File: config.mk
export PLATFORM = sky130hd
export DESIGN_NAME = gpcn_top
export DESIGN_NICKNAME = d
export VERILOG_FILES = /design/src/core/gpcn_pkg.sv /design/src/core/gpcn_top.sv
export VERILOG_INCLUDE_DIRS = /design/src /design/src/core
export SDC_FILE = /design/constraint.sdc
export NUM_CORES = 1
export LEC_CHECK = 0
export BUFFER_PORTS_ARGS = -buffer_cell sky130_fd_sc_hd__buf_2
export CAP_MARGIN = 20
export CORE_MARGIN = 5
export CORE_UTILIZATION = 46
export CTS_BUF_LIST = sky130_fd_sc_hd__clkbuf_4
export CTS_CLUSTER_SIZE = 25
export DETAILED_ROUTE_END_ITERATION = 7
export GPL_TIMING_DRIVEN = 0
export PLACE_DENSITY = 0.87
export SYNTH_ARGS = -nofsm -noshare
export SYNTH_HDL_FRONTEND = slang
export SYNTH_SLANG_ARGS = --single-unit
File: constraint.sdc
create_clock -name pclk -period 2.9 [get_ports pclk]
set_input_delay 0.145 -clock pclk [delete_from_list [all_inputs] [get_ports pclk]]
set_output_delay 0.145 -clock pclk [all_outputs]
set_load 0.005 [all_outputs]
File: src/core/gpcn_consts.svh
// constants for the general purpose ports and change-notify block
// assumes a 12-bit APB byte address; register index = paddr[11:2]
`ifndef GPCN_CONSTS_SVH
`define GPCN_CONSTS_SVH

`define GPCN_AW        12
`define GPCN_IW        10
`define GPCN_NPORT     5
`define GPCN_PW        16
`define GPCN_NCN       22

// register indices, byte address = index * 4
`define GPCN_IDX_B_DIR 10'h2c6
`define GPCN_IDX_B_PIN 10'h2c8
`define GPCN_IDX_B_LAT 10'h2ca
`define GPCN_IDX_C_DIR 10'h2cc
`define GPCN_IDX_C_PIN 10'h2ce
`define GPCN_IDX_C_LAT 10'h2d0
`define GPCN_IDX_D_DIR 10'h2d2
`define GPCN_IDX_D_PIN 10'h2d4
`define GPCN_IDX_D_LAT 10'h2d6
`define GPCN_IDX_E_DIR 10'h2d8
`define GPCN_IDX_E_PIN 10'h2da
`define GPCN_IDX_E_LAT 10'h2dc
`define GPCN_IDX_F_DIR 10'h2de
`define GPCN_IDX_F_PIN 10'h2e0
`define GPCN_IDX_F_LAT 10'h2e2
`define GPCN_IDX_CN_EN 10'h2e4
`define GPCN_IDX_CN_ST 10'h2e6
`define GPCN_IDX_CN_MK 10'h2e8

// implemented bits of each port
`define GPCN_IMPL_B    16'h003f
`define GPCN_IMPL_C    16'he000
`define GPCN_IMPL_D    16'h0003
`define GPCN_IMPL_E    16'h013f
`define GPCN_IMPL_F    16'h000c

// direction reset values
`define GPCN_DIR_RST_B 16'h003f
`define GPCN_DIR_RST_C 16'he000
`define GPCN_DIR_RST_D 16'h0007
`define GPCN_DIR_RST_E 16'h013f
`define GPCN_DIR_RST_F 16'h000c

`define GPCN_PIN_RST   16'h0000
`define GPCN_LAT_RST   16'h0000
`define GPCN_EN_RST    22'h000000
`define GPCN_ST_RST    22'h000000
`define GPCN_MK_RST    22'h3fffff

`endif

File: src/core/gpcn_pkg.sv
// types for the general purpose ports and change-notify block
// used by gpcn_top, gpcn_pads and the bench; constants live in gpcn_consts.svh
package gpcn_pkg;

    typedef enum logic [1:0] {
        GPCN_K_DIR,
        GPCN_K_PIN,
        GPCN_K_LAT,
        GPCN_K_CN
    } gpcn_kind_t;

    typedef struct packed {
        logic       hit;
        logic [2:0] port;
        gpcn_kind_t kind;
        logic [1:0] cn_sel;
    } gpcn_dec_t;

    typedef struct packed {
        logic [15:0] out;
        logic [15:0] oe;
    } gpcn_pad_drv_t;

endpackage

File: src/core/gpcn_top.sv
// ports b..f with direction, pin and latch registers, plus change notify
// assumes an APB master on pclk and pad inputs synchronous to pclk
//
// Notes on behaviour
// RULE1: an irq is raised when any selected change input changes level.
// RULE2: a change while the clock is stopped is still seen once it runs again.
// RULE3: 22 change inputs 0..21, each with its own enable bit.
// RULE4: direction bit one makes the pin an input, zero an output.
// RULE5: software waits one cycle after a direction or latch write before reading pins.
// RULE6: port b has bits 5..0, direction resets to 0x003f.
// RULE7: port c has bits 15..13, direction resets to 0xe000.
// RULE8: port d has bits 1..0 (direction reset 0x0007), port f bits 3..2 (0x000c).
// RULE9: port e has bits 8 and 5..0, direction resets to 0x013f.
// RULE10: latch reads give the latch, pin reads the pins, writes to either load the latch.
// RULE11: unimplemented bits read as zero in every port register.
// RULE12: an enabled input differing from its stored level sets a sticky flag.
// RULE13: pin and latch registers reset to zero.
//
// Chosen here: the APB register port.
`include "gpcn_consts.svh"
`timescale 1ns/1ps

module gpcn_top (
    input  wire logic                              pclk,
    input  wire logic                              presetn,
    input  wire logic                              psel,
    input  wire logic                              penable,
    input  wire logic                              pwrite,
    input  wire logic [`GPCN_AW-1:0]               paddr,
    input  wire logic [31:0]                       pwdata,
    output logic      [31:0]                       prdata,
    output logic                                   pready,
    output logic                                   pslverr,
    input  wire logic [`GPCN_NPORT-1:0][15:0]      pad_in,
    output gpcn_pkg::gpcn_pad_drv_t [`GPCN_NPORT-1:0] pad_drv,
    input  wire logic [`GPCN_NCN-1:0]              cn_in,
    output logic                                   cn_irq
);

    localparam int NP = `GPCN_NPORT;
    localparam int NC = `GPCN_NCN;

    // RULE6: port b implemented bits
    // RULE7: port c implemented bits
    // RULE8: ports d and f implemented bits
    // RULE9: port e implemented bits
    localparam logic [NP-1:0][15:0] IMPL = {
        `GPCN_IMPL_F, `GPCN_IMPL_E, `GPCN_IMPL_D,
        `GPCN_IMPL_C, `GPCN_IMPL_B
    };
    localparam logic [NP-1:0][15:0] DIR_RST = {
        `GPCN_DIR_RST_F, `GPCN_DIR_RST_E, `GPCN_DIR_RST_D,
        `GPCN_DIR_RST_C, `GPCN_DIR_RST_B
    };

    function automatic gpcn_pkg::gpcn_dec_t gpcn_decode(
        input logic [`GPCN_AW-1:0] a
    );
        gpcn_pkg::gpcn_dec_t d;
        d        = '0;
        d.hit    = (a[1:0] == 2'h0);
        unique case (a[`GPCN_AW-1:2])
            `GPCN_IDX_B_DIR: d.kind = gpcn_pkg::GPCN_K_DIR;
            `GPCN_IDX_B_PIN: d.kind = gpcn_pkg::GPCN_K_PIN;
            `GPCN_IDX_B_LAT: d.kind = gpcn_pkg::GPCN_K_LAT;
            `GPCN_IDX_C_DIR: begin
                d.port = 3'h1;
                d.kind = gpcn_pkg::GPCN_K_DIR;
            end
            `GPCN_IDX_C_PIN: begin
                d.port = 3'h1;
                d.kind = gpcn_pkg::GPCN_K_PIN;
            end
            `GPCN_IDX_C_LAT: begin
                d.port = 3'h1;
                d.kind = gpcn_pkg::GPCN_K_LAT;
            end
            `GPCN_IDX_D_DIR: begin
                d.port = 3'h2;
                d.kind = gpcn_pkg::GPCN_K_DIR;
            end
            `GPCN_IDX_D_PIN: begin
                d.port = 3'h2;
                d.kind = gpcn_pkg::GPCN_K_PIN;
            end
            `GPCN_IDX_D_LAT: begin
                d.port = 3'h2;
                d.kind = gpcn_pkg::GPCN_K_LAT;
            end
            `GPCN_IDX_E_DIR: begin
                d.port = 3'h3;
                d.kind = gpcn_pkg::GPCN_K_DIR;
            end
            `GPCN_IDX_E_PIN: begin
                d.port = 3'h3;
                d.kind = gpcn_pkg::GPCN_K_PIN;
            end
            `GPCN_IDX_E_LAT: begin
                d.port = 3'h3;
                d.kind = gpcn_pkg::GPCN_K_LAT;
            end
            `GPCN_IDX_F_DIR: begin
                d.port = 3'h4;
                d.kind = gpcn_pkg::GPCN_K_DIR;
            end
            `GPCN_IDX_F_PIN: begin
                d.port = 3'h4;
                d.kind = gpcn_pkg::GPCN_K_PIN;
            end
            `GPCN_IDX_F_LAT: begin
                d.port = 3'h4;
                d.kind = gpcn_pkg::GPCN_K_LAT;
            end
            `GPCN_IDX_CN_EN: begin
                d.kind   = gpcn_pkg::GPCN_K_CN;
                d.cn_sel = 2'h0;
            end
            `GPCN_IDX_CN_ST: begin
                d.kind   = gpcn_pkg::GPCN_K_CN;
                d.cn_sel = 2'h1;
            end
            `GPCN_IDX_CN_MK: begin
                d.kind   = gpcn_pkg::GPCN_K_CN;
                d.cn_sel = 2'h2;
            end
            default: d.hit = 1'b0;
        endcase
        return d;
    endfunction

    // bus side
    logic                   pready_ff;
    logic                   pslverr_ff;
    logic [31:0]            prdata_ff;
    gpcn_pkg::gpcn_dec_t    dec;
    wire                    setup_ph = psel & ~penable;
    wire                    wr_take  = psel & penable & pready_ff & pwrite;
    wire                    wr_hit   = wr_take & dec.hit;

    // low address bits must be zero, otherwise the access is refused
    assign dec = gpcn_decode(paddr);

    // port state
    logic [NP-1:0][15:0]    dir_ff;
    logic [NP-1:0][15:0]    lat_ff;
    logic [NP-1:0][15:0]    pin_ff;
    logic [NP-1:0][15:0]    oe_ff;
    logic [NP-1:0][15:0]    nxt_dir;
    logic [NP-1:0][15:0]    nxt_lat;
    logic [NP-1:0][15:0]    dir_rd;
    logic [NP-1:0][15:0]    lat_rd;

    genvar p;
    generate
        for (p = 0; p < NP; p++) begin : g_port
            wire sel_p  = wr_hit & (dec.port == 3'(p));
            wire wr_dir = sel_p & (dec.kind == gpcn_pkg::GPCN_K_DIR);
            // RULE10: pin writes land in the latch
            wire wr_lat = sel_p & ((dec.kind == gpcn_pkg::GPCN_K_LAT) |
                                   (dec.kind == gpcn_pkg::GPCN_K_PIN));

            // unimplemented direction bits keep their reset value
            assign nxt_dir[p] = wr_dir ? ((pwdata[15:0] & IMPL[p]) |
                                          (dir_ff[p] & ~IMPL[p])) : dir_ff[p];
            assign nxt_lat[p] = wr_lat ? (pwdata[15:0] & IMPL[p]) : lat_ff[p];
            // RULE11: unimplemented bits read zero
            assign dir_rd[p]  = dir_ff[p] & IMPL[p];
            assign lat_rd[p]  = lat_ff[p] & IMPL[p];

            // RULE13: pin and latch reset clear
            always_ff @(posedge pclk or negedge presetn) begin
                if (!presetn) begin
                    dir_ff[p] <= DIR_RST[p];
                    lat_ff[p] <= `GPCN_LAT_RST;
                    pin_ff[p] <= `GPCN_PIN_RST;
                    oe_ff[p]  <= IMPL[p] & ~DIR_RST[p];
                end else begin
                    dir_ff[p] <= nxt_dir[p];
                    lat_ff[p] <= nxt_lat[p];
                    // RULE5: pins sampled one cycle late
                    pin_ff[p] <= pad_in[p] & IMPL[p];
                    // RULE4: zero drives, one listens
                    oe_ff[p]  <= IMPL[p] & ~nxt_dir[p];
                end
            end

            assign pad_drv[p].out = lat_ff[p];
            assign pad_drv[p].oe  = oe_ff[p];
        end
    endgenerate

    // change notify state
    logic [NC-1:0]          cn_en_ff;
    logic [NC-1:0]          cn_st_ff;
    logic [NC-1:0]          cn_mk_ff;
    logic [NC-1:0]          cn_ref_ff;
    logic                   irq_ff;
    logic [NC-1:0]          nxt_cn_st;
    logic [NC-1:0]          nxt_cn_mk;
    wire                    wr_cn    = wr_hit & (dec.kind == gpcn_pkg::GPCN_K_CN);
    wire                    wr_cn_en = wr_cn & (dec.cn_sel == 2'h0);
    wire                    wr_cn_st = wr_cn & (dec.cn_sel == 2'h1);
    wire                    wr_cn_mk = wr_cn & (dec.cn_sel == 2'h2);

    // RULE2: plain level compare, so a change while the clock is
    // stopped stays visible against the frozen reference
    // RULE12: enabled mismatch against stored level
    // RULE3: only enabled inputs count
    wire [NC-1:0]           cn_evt   = (cn_in ^ cn_ref_ff) & cn_en_ff;
    // a clear write only touches the bits written as one
    wire [NC-1:0]           cn_clr   = wr_cn_st ? pwdata[NC-1:0] : '0;

    // set wins over a same-cycle clear
    assign nxt_cn_st = (cn_st_ff & ~cn_clr) | cn_evt;

    // mask looks ahead like the flags, so irq never lags a mask write
    assign nxt_cn_mk = wr_cn_mk ? pwdata[NC-1:0] : cn_mk_ff;

    always_ff @(posedge pclk or negedge presetn) begin
        if (!presetn) begin
            cn_en_ff  <= `GPCN_EN_RST;
            cn_mk_ff  <= `GPCN_MK_RST;
            cn_st_ff  <= `GPCN_ST_RST;
            cn_ref_ff <= '0;
        end else begin
            cn_en_ff  <= wr_cn_en ? pwdata[NC-1:0] : cn_en_ff;
            cn_mk_ff  <= nxt_cn_mk;
            cn_st_ff  <= nxt_cn_st;
            cn_ref_ff <= cn_in;
        end
    end

    // RULE1: level request while any unmasked flag stands
    always_ff @(posedge pclk or negedge presetn) begin
        if (!presetn) begin
            irq_ff <= 1'b0;
        end else begin
            irq_ff <= |(nxt_cn_st & nxt_cn_mk);
        end
    end

    // read selection, captured in the setup phase
    logic [15:0]            port_rd;
    logic [NC-1:0]          cn_rd;
    wire  [31:0]            rd_word;

    // RULE10: pin reads see the pads, latch reads the latch
    assign port_rd = (dec.kind == gpcn_pkg::GPCN_K_DIR) ? dir_rd[dec.port] :
                     (dec.kind == gpcn_pkg::GPCN_K_PIN) ? pin_ff[dec.port] :
                                                          lat_rd[dec.port];
    assign cn_rd   = (dec.cn_sel == 2'h0) ? cn_en_ff :
                     (dec.cn_sel == 2'h1) ? cn_st_ff : cn_mk_ff;
    assign rd_word = !dec.hit ? 32'h0000_0000 :
                     (dec.kind == gpcn_pkg::GPCN_K_CN) ? {10'h000, cn_rd} :
                                                         {16'h0000, port_rd};

    // one wait-free access: ready rises for the access phase only
    always_ff @(posedge pclk or negedge presetn) begin
        if (!presetn) begin
            pready_ff  <= 1'b0;
            pslverr_ff <= 1'b0;
            prdata_ff  <= 32'h0000_0000;
        end else begin
            pready_ff  <= setup_ph;
            pslverr_ff <= setup_ph & ~dec.hit;
            prdata_ff  <= (setup_ph & ~pwrite) ? rd_word : 32'h0000_0000;
        end
    end

    assign prdata  = prdata_ff;
    assign pready  = pready_ff;
    assign pslverr = pslverr_ff;
    assign cn_irq  = irq_ff;

    generate
        for (p = 0; p < NP; p++) begin : g_chk

        end
    endgenerate
endmodule

==> results of run 1 <==
==> per-layer routing <==
layer,vias to the layer above,share of wire,global-route usage
met5,-,0,0
met4,0,0.039,0.0898
li1,3318,-,-
met3,86,0.091,0.0482
met1,3483,0.39,0.275
met2,425,0.48,0.355
==> worst max-delay path, stage by stage <==
cell and delay (ns):
buf_4 0.13, clkbuf_8 0.13, inv_1 0.05, or3_1 0.35, o21ai_1 0.08, a22oi_1 0.10, or2_4 0.27, inv_2 0.07
ha_4 0.15, nand4_4 0.12, nor2_4 0.28, buf_6 0.16, mux2_4 0.31, a22o_1 0.27, a2111o_1 0.29, or4_4 0.53
==> per-stage QoR <==
stage	instance area (µm²)	hold WS, ns	utilization
finish	12000	0.0455	0.617
global route	12000	0.0395	0.617
CTS	12000	0.0104	0.613
detailed placement	10900	0.118	0.557
global placement	10800	0.254	0.555
floorplan	9800	-0.151	-
==> power by group <==
part	internal, mW	total, mW	switching, mW	leakage [nW]
sequential	2.73	2.74	0.0142	2.34
clock	0.645	1.55	0.901	0.162
combinational	0.262	0.510	0.248	3.41
total	3.63	4.80	1.16	5.91
==> layout make-up <==
cell class	count	area, µm²
clock inverter	10	140
sequential	193	4880
multi-input combinational	553	3700
tap	265	332
inverter	30	113
clock buffer	22	165
buffer	158	1160
fill	1532	7490
timing repair buffer	224	1550
==> cells by family after synthesis <==
kind of cell	after synthesis	share of synthesized area
flip-flops	193	0.532
AO/OA/AOI/OAI	148	0.114
AND/OR/NAND/NOR	161	0.0904
other	1	0.000409
buffers and inverters	190	0.132
adder cells (fa/ha/maj)	3	0.00409
XOR/XNOR	24	0.0229
multiplexers	87	0.104
==> cell usage after synthesis (all sizes together) (3+ instances only) <==
cell	count	share of area
a2111oi	3	0.0029
a211oi	3	0.0025
a21boi	4	0.0033
a21oi	27	0.015
a221oi	11	0.010
a22o	17	0.016
a22oi	22	0.018
a32o	3	0.0033
and2	6	0.0041
buf	139	0.11
clkbuf	21	0.0086
dfrtp	151	0.41
dfstp	42	0.12
ha	3	0.0041
inv	30	0.012
mux2	67	0.082
mux2i	20	0.022
nand2	49	0.020
nand2b	6	0.0041
nand3	23	0.013
nand4	5	0.0041
nor2	35	0.016
nor3	11	0.0065
o21a	3	0.0025
o21ai	25	0.014
o22ai	8	0.0055
o31ai	3	0.0030
o32ai	3	0.0029
or2	6	0.0041
or3	7	0.0048
xor2	23	0.022
==> sequential cells by signal, indices dropped and copies added (netlist names) <==
name / count
pad_drv: 40
cn_en_ff: 22
cn_mk_ff: 22
cn_ref_ff: 22
cn_st_ff: 22
prdata: 22
dir_ff: 20
pin_ff: 20
cn_irq: 1
pready: 1
pslverr: 1
==> path summary, 6_finish.rpt <==
kind                       depth (start not counted)  slack (ns)          end
max                                               16       -0.07       cn_irq
min                                                2        0.05   pad_drv[2]
max reg2reg                                        8       -0.01       cn_irq
min reg2reg                                        1        0.52   pad_drv[1]
max in group asynchronous                          3        1.85  cn_en_ff[6]
min in group asynchronous                          2        0.06  pad_drv[63]
==> timing repair <==
| action | 4_1_cts | 5_1_grt |
|---|---|---|
| resized for setup | 21 | 6 |
| setup buffers | 10 | 5 |
| hold buffers | 66 | 0 |
| pin swaps | 7 | 8 |
| setup endpoints to repair | 18 | 1 |
| hold endpoints to repair | 210 | 0 |
==> impl_results.md, run 1 <==
- Outcome: finished with violations
- Failing checks: setup timing
- Pre-CTS setup slack: -1.32 ns
- Most common cell after layout, fill and taps aside: dfrtp_1
- Hpwl dp: 18400 µm
- R2R Path Start: pready
- Initial Utilization: 0.470
- Total power: approximately 4.8 mW
- Crit path kind: in2reg
- N_diodes: 0
- EDFF count, synth: 0
- Clk_skew: 0.0245 ns
- Chip width: 151 µm
- Peak supply drop: 0.290 mV
- Layout cells sized above 1: 0.387
- Final setup violation count: 1
- Initial antenna violation count: 0
- RSZ-0062 raised after global routing: true
- Vias in the first global route: 7063
- Ys async rst share: 1.00
- Nets: between 1000 and 1500
- Worst-Skew Late Latency: approximately 0.60 ns
- Synthesized area per cell: 11.4 µm²
- Longest Clk Path Bufs: 2
- Die Ht: 151 µm
- Startpoint class of the critical path: input pin
- Required @ worst endpoint: 3.36 ns
- Rows: 51
- # port buffers: 142
- Area growth syn-to-layout: 31.2%
- Worst rel slew slack: 0.361
- Critical path data arrival time: 3.43 ns
- Final WS setup: -0.0709 ns
- DRC: 0
- Post-route ant nets: 0
- Worst-path clk slew: 0.16 ns
- Total grt overflow: 0
- Min-delay src: pwdata[2]
- Vias: 7312
- LEAKAGE: 5.91 nW
- Final hold vios: 0
- Total Wirelength: 25600 µm
- Core area: approximately 20000 µm²
- Max cap viols: 0
- Pin count of the biggest net entering global routing: 131
- Sink Count: 193
- Synth Instances: 807
- I/O Pins: 346
- Root Driver: clkbuf_4
- Routed len/inst: 17.6 µm
- Synth warn: 0
- DR pass1 iterations: 5
- CTS tree: built
- Num CTS Buffers: 17
- Fmax: ~340 MHz
- Total GRT Usage: 0.216
- Dpl cells: 1344
- Cell Area, Synth: 9180 µm²
- Routability cong.: 0.939
- Hold Crit Class: in2reg
- Post-synthesis cell type count: 62
- Main synth FF type: dfrtp_1
- H-tree levels: 4
- Final non-filler cell total: around 1500
- Tmin final: 2.97 ns
- Setup crit end kind: flip-flop
- Initial DRC Count: about 650
- Ratio of final minimum period to clock period: 1.02
- Worst Setup SP: paddr[5]
- Slew Viols, Final: 0
- Vias per cell: 5.03
- Global-route wire length before repair: between 30000 and 40000 µm
- Sequential area share after synthesis: 0.532
- Crit-path max FO: 7
- Power density cells: 399 nW/µm²
- Most frequent cells in the layout: dfrtp_1, buf_4, buf_2, conb_1, dlygate4sd3_1
- Setup_tns: -0.0709 ns
- Tightest Pin Transition: 0.955 ns
- FF+latch count, synth: 193
- DIE AREA: 22900 µm²
No activity file was read; power rests on OpenSTA's default activity.
==> run 2: changes to the inputs <==
--- a/constraint.sdc
+++ b/constraint.sdc
@@ -3,2 +3,2 @@
 set_output_delay 0.145 -clock pclk [all_outputs]
-set_load 0.005 [all_outputs]
+set_load 0.1 [all_outputs]
==> impl_results.md, run 2 (synthesis gave the netlist of run 1 again) <==
- Outcome: completed
- Tmin final: roughly 2.9 ns
- Worst rel slew slack: 0.308
- GR Layer Usage met3: 0.0479
- Initial DRC Count: 602
- H-tree levels: 4
- Nets: 1326
- # port buffers: 142
- Tightest Pin Transition: 1.03 ns
- Most common cell after layout, fill and taps aside: dfrtp_1
- Fin Hold WS: 0.0441 ns
- Number of fill cells in the layout: about 1500
- Max cap viols: 0
- Vias per cell: 5.02
- Fmax: 351 MHz
- DR pass1 iterations: 5
- Worst-path clk slew: 0.17 ns
- Crit path kind: in2reg
- CTS tree: built
- Initial Utilization: 0.470
- Most frequent cells in the layout: dfrtp_1, buf_2, buf_4, conb_1, dlygate4sd3_1
- Routed len/inst: 17.9 µm
- Hold Crit Class: in2reg
- Final non-filler cell total: 1451
- Final setup violation count: 0
- DIE AREA: 22900 µm²
- Sequential Area: 4880 µm²
- Pin count of the biggest net entering global routing: around 110
- Worst-Skew Late Latency: 0.62 ns
- Die Ht: 151 µm
- Total Wirelength: 26000 µm
- Post-route ant nets: 0
- Setup crit end kind: flip-flop
- Hpwl dp: 18400 µm
- Core area: ~20000 µm²
- Startpoint class of the critical path: input pin
- Ratio of final minimum period to clock period: 0.984
- Critical path data arrival time: 3.35 ns
- I/O Pins: 346
- Longest Clk Path Bufs: 2
- Slew Viols, Final: 0
- GR peak layer: met2
- Peak supply drop: 0.272 mV
- LEAKAGE: 5.87 nW
- Vias in the first global route: 7199
- Max FFs per register: 40
- Dpl cells: 1344
- Final hold vios: 0
- RSZ-0062 raised after global routing: false
- Sink Count: 193
- Setup_tns: 0 ns
- Rows: 51
- Power density cells: 452 nW/µm²
- Total GRT Usage: 0.225
- Area of the multi-input gates: between 3000 and 4000 µm²
- Crit-path max FO: 10
- Num CTS Buffers: 17
- Chip width: 151 µm
- Global-route wire length before repair: roughly 39000 µm
- Required @ worst endpoint: about 3.4 ns
- Clk_skew: 0.0225 ns
- Total grt overflow: 0
- GR Util met2: 0.369
- DRC: 0
- Vias: 7287
- Initial antenna violation count: 1
- Layout cells sized above 1: 0.389
- Area growth syn-to-layout: 30.9%
- Routability cong.: 0.905
- Met1 usage: 0.295
- Root Driver: clkbuf_4
run 2: area by class of cell:
class,count,share of cell area
Sequential cell,193,0.407
Timing Repair Buffer,222,0.130
Clock inverter,14,0.0124
Clock buffer,18,0.0113
Antenna cell,1,0.000208
Buffer,155,0.0919
Tap cell,265,0.0276
Multi-Input combinational cell,553,0.311
Inverter,30,0.00959
run 2: routing by layer:
layer	wire (µm)	vias up	share of wire
met5	0	-	0
met4	792	0	0.030
met3	2190	64	0.084
met2	12800	398	0.49
met1	10200	3525	0.39
li1	-	3300	-
run 2: final timing paths:
kind | startpoint | to | slack [ns] | depth (start not counted)
setup / recovery | paddr[4] | cn_irq | 0.05 | 15
hold / removal | pwdata[2] | pad_drv[2] | 0.04 | 2
setup reg to reg | pready | cn_irq | 0.12 | 8
hold reg to reg | cn_en_ff[19] | cn_en_ff[19] | 0.53 | 2
max in group asynchronous | presetn | cn_mk_ff[19] | 1.92 | 3
min in group asynchronous | presetn | cn_ref_ff[10] | 0.06 | 2
run 2: where the power goes:
| group | internal, mW | switching [mW] | total (mW) |
|---|---|---|---|
| clock network | 0.465 | 0.993 | 1.46 |
| logic | 0.273 | 0.955 | 1.23 |
| registers | 2.73 | 0.0140 | 2.74 |
run 2: what timing repair did:
action,4_1_cts,5_1_grt
pin swaps,8,10
setup endpoints to repair,18,1
hold endpoints to repair,232,0
hold buffers,68,0
buffers inserted,8,4
gates resized for setup,19,19
run 2: per-stage QoR:
stage                     cell area, µm²  setup WS, ns   util  power (mW)
final                              12000        0.0476  0.615        5.43
after detailed placement           10900         -1.29  0.557        3.92
after CTS                          12000      0.000189  0.613        5.42
after global placement             10800         -1.64  0.555        3.91
after global routing               12000       0.00194  0.615        5.63
after floorplan                     9800        -0.370      -        3.74
run 2: worst max-delay path, cell delays in order:
cell      delay [ns]
buf_2           0.15
buf_6           0.15
or3_1           0.36
o21ai_2         0.07
a22oi_2         0.09
or2_4           0.27
inv_4           0.06
ha_4            0.14
nand4_4         0.10
nor2_4          0.22
buf_12          0.16
mux2_4          0.30
a22o_1          0.25
a2111o_1        0.34
or4_4           0.52
==> run 3: changes to the inputs <==
CORE_MARGIN = 1.5   (was 5)
GPL_TIMING_DRIVEN = 1   (was 0)
==> impl_results.md, run 3 (synthesis gave the netlist of run 1 again) <==
- Outcome: completed
- R2r setup slk: 0.14 ns
- DIE AREA: 20800 µm²
- End-of-flow core utilization: 0.573
- Max FFs per register: 40
- Most common cell after layout, fill and taps aside: dfrtp_1
- Hpwl dp: 17200 µm
- Vias per cell: 5.18
- PostCTS Resize Cnt: 0
- Crit-path max FO: 9
- Total GRT Usage: 0.238
- Initial DRC Count: a little under 500
- Fmax: 362 MHz
- Initial antenna violation count: 0
- Placed cell area: 10300 µm²
- CP endpoint: cn_irq
- Routed len/inst: 17.5 µm
- Area growth syn-to-layout: 21.9%
- Startpoint class of the critical path: flip-flop
- Die Ht: about 140 µm
- Fin Hold WS: 0.0706 ns
- Tightest Pin Transition: 0.573 ns
- Vias: 7020
- Routability cong.: 0.906
- Largest incremental delay on the critical path: 0.51 ns
- DR pass1 iterations: 6
- Rows: 51
- Max cap viols: 0
- Num CTS Buffers: 17
- Longest Clk Path Bufs: 2
- Peak supply drop: about 0.26 mV
- Tmin final: 2.76 ns
- Reg2reg end: cn_irq
- I/O Pins: 346
- Critical path data arrival time: 3.23 ns
- Clk_skew: 0.0162 ns
- Total Wirelength: 23700 µm
- Fin area: 11200 µm²
- Crit path kind: reg2reg
- # port buffers: 145
- Hold Crit Class: in2async
- Global-route wire length before repair: 37300 µm
- Delay-heaviest family, CP: simple AND/OR/NAND/NOR gates
- Final non-filler cell total: 1355
- H-tree levels: 4
- Worst-path clk slew: 0.15 ns
- Initial Utilization: 0.470
- Worst-Skew Late Latency: 0.59 ns
- DRC: 0
- Setup crit end kind: flip-flop
- Vias in the first global route: 6980
- Chip width: 144 µm
- Slew Viols, Final: 0
- Number of fill cells in the layout: between 1500 and 2000
- Critical path, cell by cell: and4bb_1 -> nand4_4 -> nor2_4 -> buf_4 -> mux2_2 -> o21a_1 -> a2111o_1 -> or4_1
- Final hold vios: 0
- CTS tree: built
- Dpl cells: 1253
- Sink Count: approximately 190
- Root Driver: clkbuf_4
- Power density cells: 458 nW/µm²
- Worst Setup SP: pready
- Slowest CP cell: or4_1
- R2R cell count: 8
- Ratio of final minimum period to clock period: 0.952
- Required @ worst endpoint: 3.37 ns
- Post-route ant nets: 0
- LEAKAGE: ~5.3 nW
- Most frequent cells in the layout: dfrtp_1, buf_2, conb_1, dlygate4sd3_1, buf_4
- Pin count of the biggest net entering global routing: 64
- Final setup violation count: 0
- RSZ-0062 raised after global routing: false
- Nets: 1230
- Sequential Area: 4880 µm²
- Layout cells sized above 1: 0.340
- Total grt overflow: 0
- Core area: 19500 µm²
- Levels on crit path: 8
- Worst rel slew slack: 0.608
- WP buf/inv: 1
- R2R Path Start: pready
- Area of the multi-input gates: around 3600 µm²
- Setup_tns: 0 ns
==> run 3: cell types whose count changed in the layout (fill, tap and decap cells not counted), sizes merged <==
cell,change
bufinv,-1
buf,-82
dlygate4sd3,+1
clkinvlp,+2
clkinv,+1
inv,-1
clkbuf,-16
==> run 3: repair_timing <==
item / CTS / global route
hold buffers: 69 / 0
hold endpoints to repair: 267 / 0
setup buffers: 0 / 0
==> run 3: cell type report <==
type	instances	share of cell area
Sequential cell	193	0.437
Multi-Input combinational cell	553	0.326
Timing Repair Buffer	281	0.176
Tap cell	265	0.0296
Clock buffer	17	0.0114
Inverter	30	0.0101
Clock inverter	15	0.00985
Antenna cell	1	0.000224
==> run 3: routing by layer <==
layer | routed length [µm] | GRT usage
met1 | 9300 | 0.302
met2 | 11500 | 0.388
met3 | 2140 | 0.0596
met5 | 0 | 0
met4 | 831 | 0.103
==> run 3: worst min path at each step <==
stage / startpoint / end / slack, ns / cells after the start
CTS: paddr[1] / prdata[0] / 0.05 / 5
floorplan: presetn / cn_en_ff[0] / -0.15 / 0
global placement: presetn / cn_ref_ff[17] / 0.15 / 1
global route: presetn / prdata[8] / 0.07 / 2
finish: presetn / cn_st_ff[10] / 0.07 / 2
detailed placement: presetn / cn_ref_ff[10] / 0.16 / 1
==> run 3: where the power goes <==
part | switching, mW | total [mW] | internal (mW)
combinational | 0.926 | 1.09 | 0.159
clock | 0.944 | 1.29 | 0.345
sequential | 0.0145 | 2.74 | 2.73
total | 1.88 | 5.12 | 3.23
==> run 3: per-stage QoR <==
step	worst slack (ns)	power (mW)
finish	0.141	5.12
global route	0.0462	5.32
CTS	0.135	5.13
detailed placement	-0.416	3.80
global placement	-0.338	3.79
floorplan	-0.370	3.74
